==> src/canpdo_pkg.sv <==
package canpdo_pkg;

  // ==========================================================
  // register map (byte addresses, one word each)
  localparam logic [7:0] A_STATUS     = 8'h00; // node, mode, rates
  localparam logic [7:0] A_PDO_BASE   = 8'h10; // first transmit object
  localparam logic [7:0] A_PDO_STRIDE = 8'h08; // two words per object
  localparam logic [7:0] A_TIME_OFS   = 8'h04; // timing word offset
  localparam int         NUM_PDO      = 3;

  // field positions
  localparam int ST_NODE_LSB  = 0;
  localparam int ST_SEL_BIT   = 8;
  localparam int ST_CONF_BIT  = 9;
  localparam int ST_ACT_LSB   = 16;
  localparam int ST_STORE_LSB = 20;
  localparam int TM_INH_LSB   = 0;
  localparam int TM_EVT_LSB   = 16;

  // reset values
  localparam logic [7:0]  TYPE_RST    = 8'hff;
  localparam logic [15:0] INHIBIT_RST = 16'h0000;
  localparam logic [15:0] EVTIME_RST  = 16'h0000;

  // transmission types
  localparam logic [7:0] TT_SYNC_EVT  = 8'h00;
  localparam logic [7:0] TT_CYC_MIN   = 8'h01;
  localparam logic [7:0] TT_CYC_MAX   = 8'hf0;
  localparam logic [7:0] TT_RTR_SYNC  = 8'hfc;
  localparam logic [7:0] TT_RTR_ASYNC = 8'hfd;
  localparam logic [7:0] TT_ASYNC_MIN = 8'hfe;

  // switches and bit-rate codes
  localparam logic [6:0] SW_SEL_MODE = 7'h63; // both digits at nine
  localparam logic [6:0] NODE_MIN    = 7'h01;
  localparam logic [3:0] DIGIT_MAX   = 4'h9;
  localparam logic [3:0] RATE_MIN    = 4'h1;
  localparam logic [3:0] RATE_MAX    = 4'h9;

  // ==========================================================
  // timing
  localparam int CLK_MHZ        = 125;
  localparam int INH_UNIT_US    = 100;
  localparam int EVT_UNIT_US    = 1000;
  localparam int TICK_CYCLES    = INH_UNIT_US * CLK_MHZ;
  localparam int TICKS_PER_MS   = EVT_UNIT_US / INH_UNIT_US;
  localparam int SEL_PERIOD_MS  = 500;
  localparam int SEL_HALF_MS    = SEL_PERIOD_MS / 2;
  localparam int CODE_ON_MS     = 200;
  localparam int CODE_OFF_MS    = 200;
  localparam int CODE_PAUSE_MS  = 1000;

  typedef enum logic [1:0] {BL_ON, BL_OFF, BL_PAUSE} blink_state_t;

endpackage

==> src/canpdo_node.sv <==
// What this block does
// - type 0: event pending, send on next sync
// - event is value change or timer expiry
// - types 1-240: send every N syncs
// - types 252/253 reply to remote requests
// - 252 samples at sync, 253 at request
// - types 254/255 send on change or timer
// - nonzero event timer repeats sends periodically
// - inhibit time blocks event sends until elapsed
// - inhibit in 100 us, timer in 1 ms
// - node value is tens*10 plus units
// - values 1-98 become the node number
// - switch value 0 maps to node 1
// - value 99 at power-up enters selection
// - selection: network LED blinks green, 500 ms; module LED too while red shows
// - units 0: red blinks stored code, pause
// - codes 1-9 map to fixed bit rates
// - units 1-9 is the candidate code
// - candidate shown by green count blinks
// - tens to 0 confirms and stores code
//
// Local design decisions: the AHB-Lite register port and the address map.
`timescale 1ns/1ps
`default_nettype none
module canpdo_node #(
  parameter int TICK_CYCLES = canpdo_pkg::TICK_CYCLES // 100 us tick
) (
  input  wire logic        CLOCK,                      // 125 MHz clock
  input  wire logic        NRST,                       // async reset
  input  wire logic        CE,                         // clock enable
  input  wire logic        HSEL,                       // slave select
  input  wire logic [31:0] HADDR,                      // address
  input  wire logic [1:0]  HTRANS,                     // transfer type
  input  wire logic        HWRITE,                     // write
  input  wire logic [2:0]  HSIZE,                      // size
  input  wire logic [31:0] HWDATA,                     // write data
  input  wire logic        HREADY,                     // bus ready
  output logic      [31:0] HRDATA,                     // read data
  output logic             HREADYOUT,                  // slave ready
  output logic             HRESP,                      // always okay
  input  wire logic        SYNC_RX,                    // sync received
  input  wire logic [2:0]  RTR_RX,                     // request per object
  input  wire logic [2:0]  VALUE_CHANGED,              // change per object
  output logic      [2:0]  TX_REQ,                     // send pulses
  output logic      [2:0]  SAMPLE_REQ,                 // snapshot pulses
  input  wire logic [3:0]  TENS_ROTARY_SWITCH,         // tens digit
  input  wire logic [3:0]  UNITS_ROTARY_SWITCH,        // units digit
  input  wire logic [3:0]  NV_RATE_CODE,               // stored rate code
  output logic             NV_WRITE,                   // store pulse
  output logic      [3:0]  NV_WRITE_CODE,              // code to store
  output logic      [6:0]  NODE_NUMBER,                // node in use
  output logic      [3:0]  RATE_CODE,                  // rate in use
  output logic             SELECT_MODE,                // selection active
  output logic             MODULE_STATUS_LED_GREEN,    // module led green
  output logic             MODULE_STATUS_LED_RED,      // module led red
  output logic             NETWORK_STATUS_LED_GREEN,   // network led green
  output logic             NETWORK_STATUS_LED_RED      // network led red
);

  localparam int NP = canpdo_pkg::NUM_PDO;

  logic [1:0]  rst_sync_reg;
  logic        rst_n;
  logic [13:0] tick_cnt_reg;
  logic [3:0]  ms_div_reg;
  logic        tick_100us;
  logic        tick_1ms;
  logic [7:0]  type_reg [NP];
  logic [15:0] inh_reg [NP];
  logic [15:0] evt_reg [NP];
  logic        wr_pend_reg;
  logic [7:0]  wr_addr_reg;
  logic        addr_ok;
  logic [31:0] rd_next;
  logic        started_reg;
  logic        confirmed_reg;
  logic        tens_zero_reg;
  logic [6:0]  sw_value;
  logic [3:0]  store_rate_reg;
  logic [9:0]  sel_ms_reg;
  logic        sel_phase_reg;
  logic        confirm;
  logic        show_red;
  logic [3:0]  show_code;
  logic [3:0]  shown_reg;
  logic [3:0]  blink_n_reg;
  logic [9:0]  ph_ms_reg;
  logic        pat_on;
  canpdo_pkg::blink_state_t bl_state_reg;

  // ==========================================================
  // reset release through two flops
  always_ff @(posedge CLOCK or negedge NRST)
  begin
    if (!NRST)
      rst_sync_reg <= 2'b00;
    else
      rst_sync_reg <= {rst_sync_reg[0], 1'b1};
  end
  assign rst_n = rst_sync_reg[1];

  // ==========================================================
  // time base: 100 us ticks, every tenth is a 1 ms tick
  assign tick_100us = CE && (tick_cnt_reg == 14'(TICK_CYCLES - 1));
  assign tick_1ms   = tick_100us && (ms_div_reg == 4'(canpdo_pkg::TICKS_PER_MS - 1));

  always_ff @(posedge CLOCK or negedge rst_n)
  begin
    if (!rst_n)
    begin
      tick_cnt_reg <= 14'h0000;
      ms_div_reg   <= 4'h0;
    end
    else if (CE)
    begin
      tick_cnt_reg <= tick_100us ? 14'h0000 : tick_cnt_reg + 14'h0001;
      if (tick_1ms)
        ms_div_reg <= 4'h0;
      else if (tick_100us)
        ms_div_reg <= ms_div_reg + 4'h1;
    end
  end

  // ==========================================================
  // bus slave: zero wait states, reads captured in address phase
  assign HREADYOUT = 1'b1;
  assign HRESP     = 1'b0;
  assign addr_ok   = HSEL && HTRANS[1] && HREADY;

  always_comb
  begin
    rd_next = 32'h0000_0000;
    if (HADDR[7:0] == canpdo_pkg::A_STATUS)
    begin
      rd_next[canpdo_pkg::ST_NODE_LSB +: 7] = NODE_NUMBER;
      rd_next[canpdo_pkg::ST_SEL_BIT]  = SELECT_MODE;
      rd_next[canpdo_pkg::ST_CONF_BIT] = confirmed_reg;
      rd_next[canpdo_pkg::ST_ACT_LSB +: 4]   = RATE_CODE;
      rd_next[canpdo_pkg::ST_STORE_LSB +: 4] = store_rate_reg;
    end
    for (int i = 0; i < NP; i++)
    begin
      if (HADDR[7:0] == 8'(canpdo_pkg::A_PDO_BASE + i * canpdo_pkg::A_PDO_STRIDE))
        rd_next[7:0] = type_reg[i];
      if (HADDR[7:0] == 8'(canpdo_pkg::A_PDO_BASE + i * canpdo_pkg::A_PDO_STRIDE
                           + canpdo_pkg::A_TIME_OFS))
        rd_next = {evt_reg[i], inh_reg[i]};
    end
    if (HADDR[31:8] != 24'h000000)
      rd_next = 32'h0000_0000;
  end

  // address phase capture
  always_ff @(posedge CLOCK or negedge rst_n)
  begin
    if (!rst_n)
    begin
      wr_pend_reg <= 1'b0;
      wr_addr_reg <= 8'h00;
      HRDATA      <= 32'h0000_0000;
    end
    else if (CE && HREADY)
    begin
      wr_pend_reg <= addr_ok && HWRITE && (HADDR[31:8] == 24'h000000);
      wr_addr_reg <= HADDR[7:0];
      if (addr_ok && !HWRITE)
        HRDATA <= rd_next;
    end
  end

  // per-object configuration and trigger units
  genvar g;
  generate
    for (g = 0; g < NP; g++)
    begin : g_pdo
      localparam logic [7:0] CFG_A = 8'(canpdo_pkg::A_PDO_BASE + g * canpdo_pkg::A_PDO_STRIDE);
      localparam logic [7:0] TIM_A = 8'(CFG_A + canpdo_pkg::A_TIME_OFS);

      always_ff @(posedge CLOCK or negedge rst_n)
      begin
        if (!rst_n)
        begin
          type_reg[g] <= canpdo_pkg::TYPE_RST;
          inh_reg[g]  <= canpdo_pkg::INHIBIT_RST;
          evt_reg[g]  <= canpdo_pkg::EVTIME_RST;
        end
        else if (CE && wr_pend_reg)
        begin
          if (wr_addr_reg == CFG_A)
            type_reg[g] <= HWDATA[7:0];
          if (wr_addr_reg == TIM_A)
          begin
            inh_reg[g] <= HWDATA[canpdo_pkg::TM_INH_LSB +: 16];
            evt_reg[g] <= HWDATA[canpdo_pkg::TM_EVT_LSB +: 16];
          end
        end
      end

      pdo_trigger u_trig (
        .clk           (CLOCK),
        .rst_n         (rst_n),
        .ce            (CE),
        .tick_100us    (tick_100us),
        .tick_1ms      (tick_1ms),
        .sync_rx       (SYNC_RX),
        .rtr_rx        (RTR_RX[g]),
        .value_changed (VALUE_CHANGED[g]),
        .tx_type       (type_reg[g]),
        .inhibit       (inh_reg[g]),
        .event_time    (evt_reg[g]),
        .tx_req        (TX_REQ[g]),
        .sample_req    (SAMPLE_REQ[g])
      );
    end
  endgenerate

  // ==========================================================
  // switch reading, latched once after reset release
  // widen before the product: a 4-bit product would wrap above 15
  assign sw_value = 7'(TENS_ROTARY_SWITCH) * 7'h0a + 7'(UNITS_ROTARY_SWITCH);

  always_ff @(posedge CLOCK or negedge rst_n)
  begin
    if (!rst_n)
    begin
      started_reg    <= 1'b0;
      NODE_NUMBER    <= canpdo_pkg::NODE_MIN;
      SELECT_MODE    <= 1'b0;
      RATE_CODE      <= canpdo_pkg::RATE_MIN;
      store_rate_reg <= canpdo_pkg::RATE_MIN;
    end
    else if (CE)
    begin
      if (!started_reg)
      begin
        started_reg    <= 1'b1;
        SELECT_MODE    <= (sw_value == canpdo_pkg::SW_SEL_MODE);
        RATE_CODE      <= NV_RATE_CODE;
        store_rate_reg <= NV_RATE_CODE;
        if (sw_value == 7'h00)
          NODE_NUMBER <= canpdo_pkg::NODE_MIN;
        else
          NODE_NUMBER <= sw_value;
      end
      else if (confirm)
        store_rate_reg <= UNITS_ROTARY_SWITCH;
    end
  end

  // confirm on tens reaching 0 with a candidate set
  assign confirm = SELECT_MODE && (TENS_ROTARY_SWITCH == 4'h0) && !tens_zero_reg
                   && (UNITS_ROTARY_SWITCH >= canpdo_pkg::RATE_MIN)
                   && (UNITS_ROTARY_SWITCH <= canpdo_pkg::RATE_MAX);

  always_ff @(posedge CLOCK or negedge rst_n)
  begin
    if (!rst_n)
    begin
      tens_zero_reg <= 1'b1;
      confirmed_reg <= 1'b0;
      NV_WRITE      <= 1'b0;
      NV_WRITE_CODE <= 4'h0;
    end
    else if (CE)
    begin
      tens_zero_reg <= !started_reg || (TENS_ROTARY_SWITCH == 4'h0);
      NV_WRITE      <= confirm;
      if (confirm)
      begin
        confirmed_reg <= 1'b1;
        NV_WRITE_CODE <= UNITS_ROTARY_SWITCH;
      end
      else if (TENS_ROTARY_SWITCH != 4'h0)
        confirmed_reg <= 1'b0;
    end
  end

  // ==========================================================
  // 500 ms green blink for selection mode
  always_ff @(posedge CLOCK or negedge rst_n)
  begin
    if (!rst_n)
    begin
      sel_ms_reg    <= 10'h000;
      sel_phase_reg <= 1'b0;
    end
    else if (CE && tick_1ms)
    begin
      if (sel_ms_reg == 10'(canpdo_pkg::SEL_HALF_MS - 1))
      begin
        sel_ms_reg    <= 10'h000;
        sel_phase_reg <= !sel_phase_reg;
      end
      else
        sel_ms_reg <= sel_ms_reg + 10'h001;
    end
  end

  // count pattern: code blinks, then a long dark pause
  assign show_red  = (UNITS_ROTARY_SWITCH == 4'h0) || confirmed_reg;
  assign show_code = show_red ? store_rate_reg : UNITS_ROTARY_SWITCH;
  assign pat_on    = (bl_state_reg == canpdo_pkg::BL_ON);

  always_ff @(posedge CLOCK or negedge rst_n)
  begin
    if (!rst_n)
    begin
      bl_state_reg <= canpdo_pkg::BL_ON;
      blink_n_reg  <= 4'h0;
      ph_ms_reg    <= 10'h000;
      shown_reg    <= 4'h0;
    end
    else if (CE)
    begin
      shown_reg <= show_code;
      if (shown_reg != show_code)
      begin
        bl_state_reg <= canpdo_pkg::BL_ON; // restart on a new code
        blink_n_reg  <= 4'h0;
        ph_ms_reg    <= 10'h000;
      end
      else if (tick_1ms)
      begin
        ph_ms_reg <= ph_ms_reg + 10'h001;
        case (bl_state_reg)
          canpdo_pkg::BL_ON:
            if (ph_ms_reg >= 10'(canpdo_pkg::CODE_ON_MS - 1))
            begin
              ph_ms_reg   <= 10'h000;
              blink_n_reg <= blink_n_reg + 4'h1;
              if (blink_n_reg + 4'h1 >= show_code)
                bl_state_reg <= canpdo_pkg::BL_PAUSE;
              else
                bl_state_reg <= canpdo_pkg::BL_OFF;
            end
          canpdo_pkg::BL_OFF:
            if (ph_ms_reg >= 10'(canpdo_pkg::CODE_OFF_MS - 1))
            begin
              ph_ms_reg    <= 10'h000;
              bl_state_reg <= canpdo_pkg::BL_ON;
            end
          canpdo_pkg::BL_PAUSE:
            if (ph_ms_reg >= 10'(canpdo_pkg::CODE_PAUSE_MS - 1))
            begin
              ph_ms_reg    <= 10'h000;
              blink_n_reg  <= 4'h0;
              bl_state_reg <= canpdo_pkg::BL_ON;
            end
          default:
            bl_state_reg <= canpdo_pkg::BL_ON;
        endcase
      end
    end
  end

  // ==========================================================
  // led drive: dark outside selection mode (normal patterns live elsewhere)
  always_ff @(posedge CLOCK or negedge rst_n)
  begin
    if (!rst_n)
    begin
      MODULE_STATUS_LED_GREEN  <= 1'b0;
      MODULE_STATUS_LED_RED    <= 1'b0;
      NETWORK_STATUS_LED_GREEN <= 1'b0;
      NETWORK_STATUS_LED_RED   <= 1'b0;
    end
    else if (CE)
    begin
      NETWORK_STATUS_LED_GREEN <= SELECT_MODE && sel_phase_reg;
      MODULE_STATUS_LED_GREEN  <= SELECT_MODE && (show_red ? sel_phase_reg : pat_on);
      MODULE_STATUS_LED_RED    <= SELECT_MODE && show_red && pat_on;
      NETWORK_STATUS_LED_RED   <= 1'b0;
    end
  end

endmodule
`default_nettype wire

==> src/pdo_trigger.sv <==
`timescale 1ns/1ps
`default_nettype none
module pdo_trigger (
  input  wire logic        clk,           // system clock
  input  wire logic        rst_n,         // synchronised reset
  input  wire logic        ce,            // clock enable
  input  wire logic        tick_100us,    // inhibit time base
  input  wire logic        tick_1ms,      // event timer base
  input  wire logic        sync_rx,       // sync message seen
  input  wire logic        rtr_rx,        // remote request seen
  input  wire logic        value_changed, // mapped variable changed
  input  wire logic [7:0]  tx_type,       // transmission type
  input  wire logic [15:0] inhibit,       // in 100 us units
  input  wire logic [15:0] event_time,    // in 1 ms units
  output logic             tx_req,        // send the object
  output logic             sample_req     // snapshot mapped variables
);

  logic [7:0]  sync_cnt_reg;
  logic [15:0] evt_cnt_reg;
  logic [15:0] inh_reg;
  logic        pend_reg;
  logic        is_cyc;
  logic        is_async;
  logic        expiry;
  logic        event_hit;
  logic        send;
  logic        sample;

  // ==========================================================
  // trigger decode
  assign is_cyc    = (tx_type >= canpdo_pkg::TT_CYC_MIN) && (tx_type <= canpdo_pkg::TT_CYC_MAX);
  assign is_async  = tx_type >= canpdo_pkg::TT_ASYNC_MIN;
  assign expiry    = (event_time != 16'h0000) && tick_1ms
                     && ((evt_cnt_reg + 16'h0001) >= event_time);
  assign event_hit = value_changed | expiry;

  // types 241..251 match no term, so they never send
  always_comb
  begin
    send   = 1'b0;
    sample = 1'b0;
    if (tx_type == canpdo_pkg::TT_SYNC_EVT)
      send = sync_rx && (pend_reg || event_hit);
    else if (is_cyc)
      send = sync_rx && ((sync_cnt_reg + 8'h01) >= tx_type);
    else if (tx_type == canpdo_pkg::TT_RTR_SYNC)
      send = rtr_rx;
    else if (tx_type == canpdo_pkg::TT_RTR_ASYNC)
      send = rtr_rx;
    else if (is_async)
      send = (event_hit || pend_reg) && (inh_reg == 16'h0000);
    if (tx_type == canpdo_pkg::TT_RTR_SYNC)
      sample = sync_rx;
    else
      sample = send;
  end

  // cyclic sync counter, restarts after each send
  always_ff @(posedge clk or negedge rst_n)
  begin
    if (!rst_n)
      sync_cnt_reg <= 8'h00;
    else if (ce)
    begin
      if (!is_cyc || send)
        sync_cnt_reg <= 8'h00;
      else if (sync_rx)
        sync_cnt_reg <= sync_cnt_reg + 8'h01;
    end
  end

  // pending event, held until sync or inhibit end
  always_ff @(posedge clk or negedge rst_n)
  begin
    if (!rst_n)
      pend_reg <= 1'b0;
    else if (ce)
    begin
      if (send || !(is_async || tx_type == canpdo_pkg::TT_SYNC_EVT))
        pend_reg <= 1'b0;
      else if (event_hit)
        pend_reg <= 1'b1;
    end
  end

  // event timer restarts on every send so it only fills quiet gaps
  always_ff @(posedge clk or negedge rst_n)
  begin
    if (!rst_n)
      evt_cnt_reg <= 16'h0000;
    else if (ce)
    begin
      if (event_time == 16'h0000 || expiry || send)
        evt_cnt_reg <= 16'h0000;
      else if (tick_1ms)
        evt_cnt_reg <= evt_cnt_reg + 16'h0001;
    end
  end

  // inhibit window after an event-driven send
  always_ff @(posedge clk or negedge rst_n)
  begin
    if (!rst_n)
      inh_reg <= 16'h0000;
    else if (ce)
    begin
      if (send && is_async)
        inh_reg <= inhibit;
      else if (tick_100us && inh_reg != 16'h0000)
        inh_reg <= inh_reg - 16'h0001;
    end
  end

  // registered requests
  always_ff @(posedge clk or negedge rst_n)
  begin
    if (!rst_n)
    begin
      tx_req     <= 1'b0;
      sample_req <= 1'b0;
    end
    else if (ce)
    begin
      tx_req     <= send;
      sample_req <= sample;
    end
  end

endmodule
`default_nettype wire

==> config.mk <==
export PLATFORM = sky130hd
export DESIGN_NAME = canpdo_node
export DESIGN_NICKNAME = d
export VERILOG_FILES = /design/src/canpdo_pkg.sv /design/src/canpdo_node.sv /design/src/pdo_trigger.sv
export SDC_FILE = /design/constraint.sdc
export NUM_CORES = 1
export LEC_CHECK = 0
export BUFFER_PORTS_ARGS = -buffer_cell sky130_fd_sc_hd__buf_4
export CELL_PAD_IN_SITES_DETAIL_PLACEMENT = 1
export CELL_PAD_IN_SITES_GLOBAL_PLACEMENT = 2
export CORE_ASPECT_RATIO = 1.4
export CORE_MARGIN = 2
export CORE_UTILIZATION = 30
export CTS_BUF_LIST = sky130_fd_sc_hd__clkbuf_8 sky130_fd_sc_hd__clkbuf_16
export DETAILED_ROUTE_END_ITERATION = 12
export GPL_ROUTABILITY_DRIVEN = 0
export HOLD_SLACK_MARGIN = 0.06
export PLACE_DENSITY = 0.61
export SYNTH_ARGS = -nofsm -noshare
export SYNTH_HDL_FRONTEND = slang
export SYNTH_SLANG_ARGS = --single-unit
==> constraint.sdc <==
create_clock -name CLOCK -period 23 [get_ports CLOCK]
set_input_delay 5.75 -clock CLOCK [delete_from_list [all_inputs] [get_ports CLOCK]]
set_output_delay 5.75 -clock CLOCK [all_outputs]
set_load 0.01 [all_outputs]
==> flow_summary.json, run 1 <==
{
  "crit_family": "simple AND/OR/NAND/NOR gates",
  "yosysSeqAreaShare": 0.449,
  "path_max_fanout": 26,
  "drc_errors": 0,
  "cts_setup_buffers": 0,
  "core_um2": 67900,
  "hold_violations": 0,
  "rsz0062_at_grt": "false",
  "grt_pass1_wl_um": 108000,
  "io_pins": 155,
  "start_util": 0.303,
  "layout_commonest_cell": "dfrtp_1",
  "netlist.area_leader.share": 0.413,
  "h-tree-depth": 2,
  "holdCritPathClass": "reg -> reg",
  "finalCritPeriodShare": 0.389,
  "routedWlPerCell_um": 22.0,
  "yosysUniqueCellTypes": 78,
  "crit_chain": "buf_4 > nand2_1 > nor4_4 > buf_4 > nand2_1 > a311oi_1 > o2bb2ai_2 > a31o_4 > nor2_2 > mux2_2",
  "drive_gt1_frac": 0.196,
  "maxSlewViolCount": 0,
  "syn_area_um2": 20600,
  "path_buf_inv": 2,
  "worst-setup-path-type": "in -> reg",
  "tightest_slew_ns": 1.10,
  "num_rows": 113,
  "r2r_slack_ns": 17.47,
  "wl_um": 68900,
  "synth-simple-area-share": 0.171,
  "slew_headroom": 0.264,
  "layout_min_cycle_time_ns": 8.95,
  "required_ns": 23.50,
  "fin_worst_skew_ns": 0.0299,
  "grt_use_total": 0.196,
  "r2r_start": "g_pdo[2].u_trig.evt_cnt_reg[0]",
  "grt_max_degree": 70,
  "synth_flop_cell": "dfrtp_1",
  "mostFrequentLayoutCells": "dfrtp_1 (339), nand2_1 (219), buf_4 (167), o21ai_0 (156), mux2_2 (150)",
  "total_leakage_power_nw": 11.4,
  "antenna_left": 0,
  "cts_tree": "built",
  "first_global_vias": 17900,
  "crit_path_end": "g_pdo[0].u_trig.evt_cnt_reg[0]",
  "dr.pass1.iters": 7,
  "status": "complete, no violations",
  "synth_top_family_by_area": "simple AND/OR/NAND/NOR gates",
  "synth_xor_area_frac": 0.0349,
  "crit_cells": 10,
  "portBuffers": 147,
  "cts.sinks": 368,
  "arrival_ns": 9.46,
  "die_x_um": 225,
  "avgSynthCellArea_um2": 9.74,
  "yosys.area.top_type": "dfrtp_1",
  "syn_to_final_growth_pct": 17.1,
  "ir_drop_uv": 67.1,
  "r2r_end": "g_pdo[2].u_trig.inh_reg[10]",
  "clockBufferDepth": 3,
  "vias_per_cell": 5.35,
  "gr-total-overflow": 0,
  "cts_hold_buf": 0,
  "die-area_um2": 70800,
  "drt_iter0_markers": 863,
  "cts_root_buffer": "clkbuf_16",
  "routed-via-count": 16800,
  "nets": 2434,
  "placed_cells": 3055,
  "synthAdderAreaFrac": 0.0615,
  "p_per_area_nw_per_um2": 65.8,
  "synthTopCellsByArea": "dfrtp_1 (41%), mux2_2 (8.2%), ha_1 (6.0%)",
  "syn_inst": 2113,
  "critPathLaunch": "CE",
  "cts_buffers": 45,
  "fin_cells": 3138,
  "fmax_ghz": 0.112,
  "whs_ns": 0.355,
  "synth-compound-area-share": 0.153,
  "n_antenna_cell": 0,
  "synth_edf_count": 0,
  "clock_latency_ns": 0.59,
  "synthMuxAreaShare": 0.0918,
  "drv_cap": 0,
  "die_h_um": 314,
  "end_kind": "register",
  "synth_warnings": 0,
  "place_hpwl_um": 51000,
  "worstSetupStartpointType": "input port",
  "ys_async_sr_fraction": 1.00,
  "ys_ff_latch": 368,
  "ctsResizeCount": 0,
  "finalSetupTns_ns": 0,
  "r2r_cells": 17,
  "finalSetupViolations": 0,
  "finalPower_mw": 1.59,
  "clkTransAtPathRegs_ns": 0.06,
  "slowest_stage": "a311oi_1",
  "antenna_found_initial": 2,
  "max_stage_delay_ns": 0.77
}
synthesized netlist by cell type, drive strengths merged (13+ instances only):
cell / number
a21oi: 80
xor2: 43
nor4: 38
nor3: 36
ha: 98
nand4: 32
o21bai: 13
mux2: 150
xnor2: 39
mux2i: 20
nand3: 67
dfrtp: 340
nor2b: 16
nand2: 219
or2: 13
a222oi: 30
nand2b: 40
clkbuf: 63
nor2: 147
a31oi: 13
inv: 113
a21o: 31
o21ai: 159
and3: 45
a22o: 30
o31ai: 19
dfstp: 28
buf: 26
a211oi: 14
or3: 18
kinds of logic (layout without fill, tap and decap cells):
group / count (synthesis) / after routing
buffers and inverters: 202 / 363
AND/OR/NAND/NOR: 715 / 715
flip-flops: 368 / 368
adder cells (fa/ha/maj): 100 / 100
XOR/XNOR: 82 / 82
multiplexers: 170 / 170
AO/OA/AOI/OAI: 474 / 474
other: 2 / 4
per-stage QoR:
| stage | instance area (um^2) | util | setup WS [ns] |
|---|---|---|---|
| 2_1_floorplan | 20600 | - | 12.03 |
| 3_3_place_gp | 22600 | 0.332 | 13.39 |
| 3_5_place_dp | 22600 | 0.332 | 13.37 |
| 4_1_cts | 24100 | 0.355 | 13.96 |
| 5_1_grt | 24100 | 0.355 | 13.77 |
| 6_report | 24100 | 0.355 | 14.05 |
where the power goes:
| group | total, mW | switching [mW] | internal [mW] |
|---|---|---|---|
| clock network | 0.746 | 0.301 | 0.445 |
| registers | 0.705 | 0.0314 | 0.674 |
| logic | 0.135 | 0.0793 | 0.0557 |
layer usage:
layer  vias up  track usage  wire length [um]
li1       7876            -                 -
met1      8549        0.242             29500
met2       270        0.355             35300
met3       100       0.0275              2220
met4         2       0.0552              1890
met5         -            0                 8
how the worst min path moves through the flow:
stage                          from         endpoint  slack (ns)  cells past startpoint
floorplan           rst_sync_reg[0]  rst_sync_reg[1]        0.33                      0
global placement    rst_sync_reg[0]  rst_sync_reg[1]        0.34                      0
detailed placement  rst_sync_reg[0]  rst_sync_reg[1]        0.34                      0
CTS                 rst_sync_reg[0]  rst_sync_reg[1]        0.36                      0
global route        rst_sync_reg[0]  rst_sync_reg[1]        0.36                      0
finish              rst_sync_reg[0]  rst_sync_reg[1]        0.35                      0
area by class of cell:
class                      count  area (um^2)
multi-input combinational   1545        10600
clock buffer                  53         1260
fill                        7702        43800
sequential                   368         9250
clock inverter                30          275
inverter                     113          424
timing repair buffer         167         1250
tap                          862         1080
Power figures use the tool's default switching activity.
==> run 2: changes to the inputs <==
Settings changed: ABC_AREA from default to 1, PLACE_DENSITY 0.61 to 0.65.
Clock period 23 ns to 8.9 ns, I/O delays scaled along.
==> run 2 against run 1 <==
Design area increased by 3.0%. Setup slack got worse by 11 ns. Clock power increased to 2.7 times the previous value. Sequential share of layout area decreased by 1.1 points. Routed wire length increased by 9.8%. Critical path type is now reg -> reg. Final cell count increased by 20%. Non-clock buffer count decreased by 2. Synthesized area increased by 3.4%.
==> flow_summary.json, run 2 <==
{
  "routed-via-count": 18900,
  "internal_power_mw": 3.02,
  "placed_cells": 3698,
  "netlist.area_leader.share": 0.400,
  "h-tree-depth": 2,
  "met2_usage": 0.376,
  "busiest_layer": "met2",
  "ys_async_sr_fraction": 1.00,
  "worstSetupStartpointType": "register",
  "slew_headroom": 0.151,
  "core_um2": 70200,
  "place_hpwl_um": 56900,
  "required_ns": 9.38,
  "maxSlewViolCount": 0,
  "first_global_vias": 20400,
  "antenna_found_initial": 2,
  "antenna_left": 0,
  "synthTopCellsByArea": "dfrtp_1 (40%), nand2_1 (12%), o21ai_0 (6.6%)",
  "vias_per_cell": 4.99,
  "whs_ns": 0.311,
  "pre_cts_slack_ns": 3.04,
  "worst-setup-path-type": "reg -> reg",
  "tightest_slew_ns": 1.27,
  "path_max_fanout": 31,
  "status": "complete, no violations",
  "rsz0062_at_grt": "false",
  "syn_to_final_growth_pct": 16.7,
  "drive_gt1_frac": 0.126,
  "finalSetupViolations": 0,
  "syn_inst": 2685,
  "grt_use_met1": 0.247,
  "ctsResizeCount": 0,
  "r2r_end": "g_pdo[0].u_trig.inh_reg[8]",
  "avgSynthCellArea_um2": 7.93,
  "cts_setup_buffers": 0,
  "pwr-share-clk": 0.488,
  "yosys.area.top_type": "dfrtp_1",
  "syn_area_um2": 21300,
  "gr-usage-met3": 0.0227,
  "drv_cap": 0,
  "yosysUniqueCellTypes": 66,
  "p_comb_frac": 0.078,
  "post-route-util": 0.354,
  "fin_worst_skew_ns": 0.0195,
  "fin_cells": 3777,
  "grt_use_total": 0.208,
  "setup_ws_ns": 3.49,
  "synth_edf_count": 0,
  "nets": 3001,
  "layout_min_cycle_time_ns": 5.41,
  "ir_drop_uv": 111,
  "p_sw_mw": 1.06,
  "cts_hold_buf": 0,
  "portBuffers": 147,
  "p_per_area_nw_per_um2": 164,
  "cts_root_buffer": "clkbuf_16",
  "synth_warnings": 0,
  "mostFrequentLayoutCells": "nand2_1 (654), inv_1 (345), dfrtp_1 (339), o21ai_0 (279), nor2_1 (166)",
  "drc_errors": 0,
  "finalCritPeriodShare": 0.608,
  "die-area_um2": 73100,
  "gr-total-overflow": 0,
  "ys_top_cells_by_count": "nand2_1 (657), inv_1 (342), dfrtp_1 (340), o21ai_0 (279), nor2_1 (166)",
  "num_rows": 115,
  "layout_commonest_cell": "nand2_1",
  "arrival_ns": 5.89,
  "p_sw_frac": 0.259,
  "drt_iter0_markers": 1043,
  "fmax_ghz": 0.185,
  "wl_um": 75700,
  "r2r_cells": 22,
  "p_seq_frac": 0.434,
  "cts.sinks": 368,
  "synth_flop_cell": "dfrtp_1",
  "die_x_um": 229,
  "grt_max_degree": 130,
  "total_leakage_power_nw": 12.0,
  "die_h_um": 319,
  "hold_violations": 0,
  "finalSetupTns_ns": 0,
  "n_antenna_cell": 0,
  "end_kind": "register",
  "holdCritPathClass": "reg -> async",
  "start_util": 0.303,
  "yosysSeqAreaShare": 0.434,
  "cts_buffers": 43,
  "dr.pass1.iters": 5,
  "io_pins": 155,
  "ys_ff_latch": 368,
  "clock_latency_ns": 0.60,
  "clockBufferDepth": 3,
  "grt_pass1_wl_um": 118000,
  "r2r_slack_ns": 3.49,
  "clkTransAtPathRegs_ns": 0.06,
  "synth.most_common_cell": "nand2_1",
  "routedWlPerCell_um": 20.0,
  "r2r_start": "g_pdo[0].u_trig.evt_cnt_reg[0]",
  "cts_tree": "built"
}
-- run 2: cell count changes after synthesis, moves of 20 or more --
| cell | previous run | this run |
|---|---|---|
| nand3_1 | 66 | 120 |
| a222oi_1 | 30 | 0 |
| and3_1 | 45 | 2 |
| nand2b_1 | 40 | 0 |
| xor2_1 | 43 | 80 |
| o21ai_1 | 2 | 39 |
| o21ai_0 | 157 | 279 |
| nand2_1 | 219 | 657 |
| a22o_1 | 30 | 0 |
| nor2_1 | 146 | 166 |
| mux2_2 | 150 | 0 |
| inv_1 | 113 | 342 |
| nand4_1 | 32 | 83 |
| a21o_1 | 31 | 1 |
-- run 2: final cells by class --
| type | instances | area, um^2 |
|---|---|---|
| clock buffers | 57 | 1290 |
| clock inverters | 22 | 275 |
| fillers | 8541 | 45400 |
| inverters | 358 | 1350 |
| multi-input cells | 1871 | 10200 |
| flip-flops and latches | 368 | 9250 |
| well taps | 936 | 1170 |
| repair buffers | 165 | 1250 |
-- run 2: power by group through the flow --
stage | registers (mW) | logic (mW) | clock network [mW]
finish | 1.77 | 0.317 | 1.99
global route | 1.78 | 0.358 | 2.12
CTS | 1.77 | 0.327 | 2.05
detailed placement | 1.80 | 0.325 | 0
global placement | 1.80 | 0.317 | 0
floorplan | 1.81 | 0.163 | 0
-- run 2: metrics by stage --
step | total power [mW] | cell area [um^2]
6_report | 4.08 | 24800
3_3_place_gp | 2.12 | 23300
4_1_cts | 4.15 | 24800
2_1_floorplan | 1.97 | 21300
3_5_place_dp | 2.13 | 23300
5_1_grt | 4.25 | 24800
-- run 2: kinds of logic (layout without fill, tap and decap cells) --
logic type / after synthesis / in the layout / synth area share
simple gates: 1160 / 1160 / 0.243
compound gates: 497 / 497 / 0.132
buf+inv: 448 / 602 / 0.0848
flops: 368 / 368 / 0.434
xor+xnor: 103 / 103 / 0.0424
fa+ha+maj: 100 / 100 / 0.0595
mux: 7 / 7 / 0.00329
other cells: 2 / 4 / 0.000353
-- run 2: how the worst max path moves through the flow --
stage	end	depth (start not counted)	slack, ns	start
2_1_floorplan	HRDATA[0]	0	2.92	rst_sync_reg[1]
3_3_place_gp	g_pdo[0].u_trig.inh_reg[15]	13	3.08	CE
3_5_place_dp	g_pdo[0].u_trig.inh_reg[8]	11	3.04	CE
4_1_cts	g_pdo[0].u_trig.inh_reg[8]	22	3.35	g_pdo[0].u_trig.evt_cnt_reg[0]
5_1_grt	g_pdo[0].u_trig.inh_reg[6]	23	2.88	g_pdo[0].u_trig.evt_cnt_reg[0]
6_report	g_pdo[0].u_trig.inh_reg[8]	22	3.49	g_pdo[0].u_trig.evt_cnt_reg[0]
-- run 2: metal layers --
metal	up-vias	part of all wire
met5	-	0
met3	119	0.029
met2	290	0.51
li1	9084	-
met1	9361	0.42
met4	0	0.044
-- run 2: critical path, cell delays in order, from the launching register on --
cell and delay (ns):
dfrtp_1 0.43, ha_1 0.22, nand3_1 0.11, nor2_1 0.19, nand3_1 0.17, nor3_1 0.27, nand3_1 0.18, nor2_1 0.17
xnor2_1 0.13, inv_1 0.07, ha_1 0.30, nand4_1 0.13, nor2_1 0.13, o21ai_0 0.09, inv_1 0.06, nand2_1 0.04
nand2_1 0.13, nand2_1 0.08, nand2_1 0.16, nand3_1 0.78, o21ai_1 0.31, nand2_1 0.68, o31ai_2 0.43
==> run 3: changes to the inputs <==
Settings changed: PLACE_DENSITY 0.65 to 0.68.
Clock period 8.9 ns to 4.6 ns, I/O delays scaled along.
==> run 3 against run 2 <==
Clock-buffer cell count decreased by 2. Core utilization grew 0.15 points. Sequential share of layout area decreased by 0.16 points. Sequential cell count did not move. Critical path type unchanged. Largest cell class unchanged. Largest power group unchanged.
==> flow_summary.json, run 3 (synthesis gave the netlist of run 2 again) <==
{
  "drive_gt1_frac": 0.132,
  "finalPower_mw": 7.55,
  "layout_commonest_cell": "nand2_1",
  "p_per_area_nw_per_um2": 303,
  "worstSetupStartpointType": "register",
  "tightest_slew_ns": 0.938,
  "die_x_um": 229,
  "cts_hold_buf": 0,
  "routedWlPerCell_um": 19.6,
  "hold_violations": 0,
  "nets": 3029,
  "finalSetupViolations": 0,
  "design_area_um2": 24900,
  "core_um2": 70200,
  "portBuffers": 147,
  "arrival_ns": 4.60,
  "ir_drop_uv": 233,
  "path_max_fanout": 16,
  "cts_buffers": 44,
  "end_kind": "register",
  "setup_ws_ns": 0.475,
  "drt_iter0_markers": 1042,
  "start_util": 0.303,
  "critPathLaunch": "g_pdo[2].u_trig.evt_cnt_reg[0]",
  "whs_ns": 0.271,
  "drc_errors": 0,
  "die-area_um2": 73100,
  "status": "complete, no violations",
  "first_global_vias": 20500,
  "dr.pass1.iters": 5,
  "cts_root_buffer": "clkbuf_16",
  "gr-total-overflow": 0,
  "grt_pass1_wl_um": 118000,
  "holdCritPathClass": "reg -> async",
  "worst-setup-path-type": "reg -> reg",
  "fin_worst_skew_ns": 0.0265,
  "clkTransAtPathRegs_ns": 0.06,
  "dpl_cell_area_um2": 23500,
  "total_leakage_power_nw": 12.1,
  "clockBufferDepth": 3,
  "placed_cells": 3723,
  "finalSetupTns_ns": 0,
  "mostFrequentLayoutCells": "nand2_1 (653), inv_1 (353), dfrtp_1 (339), o21ai_0 (278), buf_4 (188)",
  "cts.sinks": 368,
  "h-tree-depth": 2,
  "num_rows": 115,
  "pre_cts_slack_ns": 0.190,
  "n_antenna_cell": 0,
  "vias_per_cell": 4.98,
  "io_pins": 155,
  "wl_um": 74700,
  "layout_min_cycle_time_ns": 4.13,
  "cts_tree": "built",
  "syn_to_final_growth_pct": 17.2,
  "maxSlewViolCount": 0,
  "finalCritPeriodShare": 0.897,
  "fmax_ghz": 0.242,
  "rsz0062_at_grt": "false",
  "grt_max_degree": 99,
  "die_h_um": 319,
  "place_hpwl_um": 56600,
  "slew_headroom": 0.375,
  "routed-via-count": 19000,
  "antenna_left": 0,
  "required_ns": 5.07,
  "drv_cap": 0,
  "post-route-util": 0.355,
  "r2r_start": "g_pdo[2].u_trig.evt_cnt_reg[0]",
  "fin_cells": 3803,
  "grt_use_total": 0.205,
  "antenna_found_initial": 2,
  "clock_latency_ns": 0.61
}
run 3: cell count changes in the layout (fill, tap and decap cells not counted), sizes merged:
cell,delta
buf,+26
inv,+8
bufinv,-5
clkbuf,-2
clkinv,-1
run 3: cell type report:
| class | instances | area, um^2 |
|---|---|---|
| fillers | 8630 | 45300 |
| flip-flops and latches | 368 | 9250 |
| clock inverters | 23 | 161 |
| multi-input cells | 1871 | 10300 |
| inverters | 358 | 1350 |
| repair buffers | 191 | 1470 |
| clock buffers | 55 | 1250 |
| repair inverters | 1 | 7.51 |
| well taps | 936 | 1170 |
run 3: path summary, 6_finish.rpt:
check                                             endpoint  slack, ns  depth (start not counted)
setup / recovery            g_pdo[2].u_trig.evt_cnt_reg[3]       0.47                         22
hold / removal                 g_pdo[2].u_trig.inh_reg[11]       0.27                          0
setup reg to reg            g_pdo[2].u_trig.evt_cnt_reg[3]       0.47                         22
hold reg to reg                g_pdo[2].u_trig.inh_reg[11]       0.27                          0
max in group asynchronous  g_pdo[1].u_trig.sync_cnt_reg[7]       3.03                          1
min in group CLOCK                         rst_sync_reg[1]       0.35                          0
run 3: routing by layer:
layer / GRT usage / share of wire / vias to the layer above / wire [um]
li1: - / - / 9148 / -
met1: 0.261 / 0.45 / 9476 / 33400
met4: 0.0495 / 0.020 / 0 / 1520
met2: 0.367 / 0.50 / 260 / 37500
met3: 0.0245 / 0.029 / 73 / 2190
met5: 0 / 0 / - / 0
run 3: where the power goes:
group / internal, mW / switching (mW)
Sequential: 3.34 / 0.0967
Clock: 1.98 / 1.51
Combinational: 0.203 / 0.418
run 3: worst max-delay path: stages (launching register included):
cell and delay, ns:
dfrtp_1 0.42, nand3_1 0.15, nor3_2 0.21, nand3_1 0.16, nor3_2 0.20, nand3_1 0.15
nor2_1 0.19, nand3b_1 0.12, xnor2_1 0.16, ha_1 0.30, nand2_1 0.10, nor4_2 0.32
nand2_1 0.09, nand3_1 0.21, nand2_1 0.19, nand2_2 0.19, nand2_1 0.11, nand3_2 0.18
nand2_2 0.10, nand3_2 0.13, nand2_4 0.15, nand2_1 0.11, nand2_1 0.06
run 3: repair_timing:
action,4_1_cts,5_1_grt
resized for setup,0,9
setup endpoints to repair,0,79
setup buffers,0,1
endpoints found under the hold margin,0,0
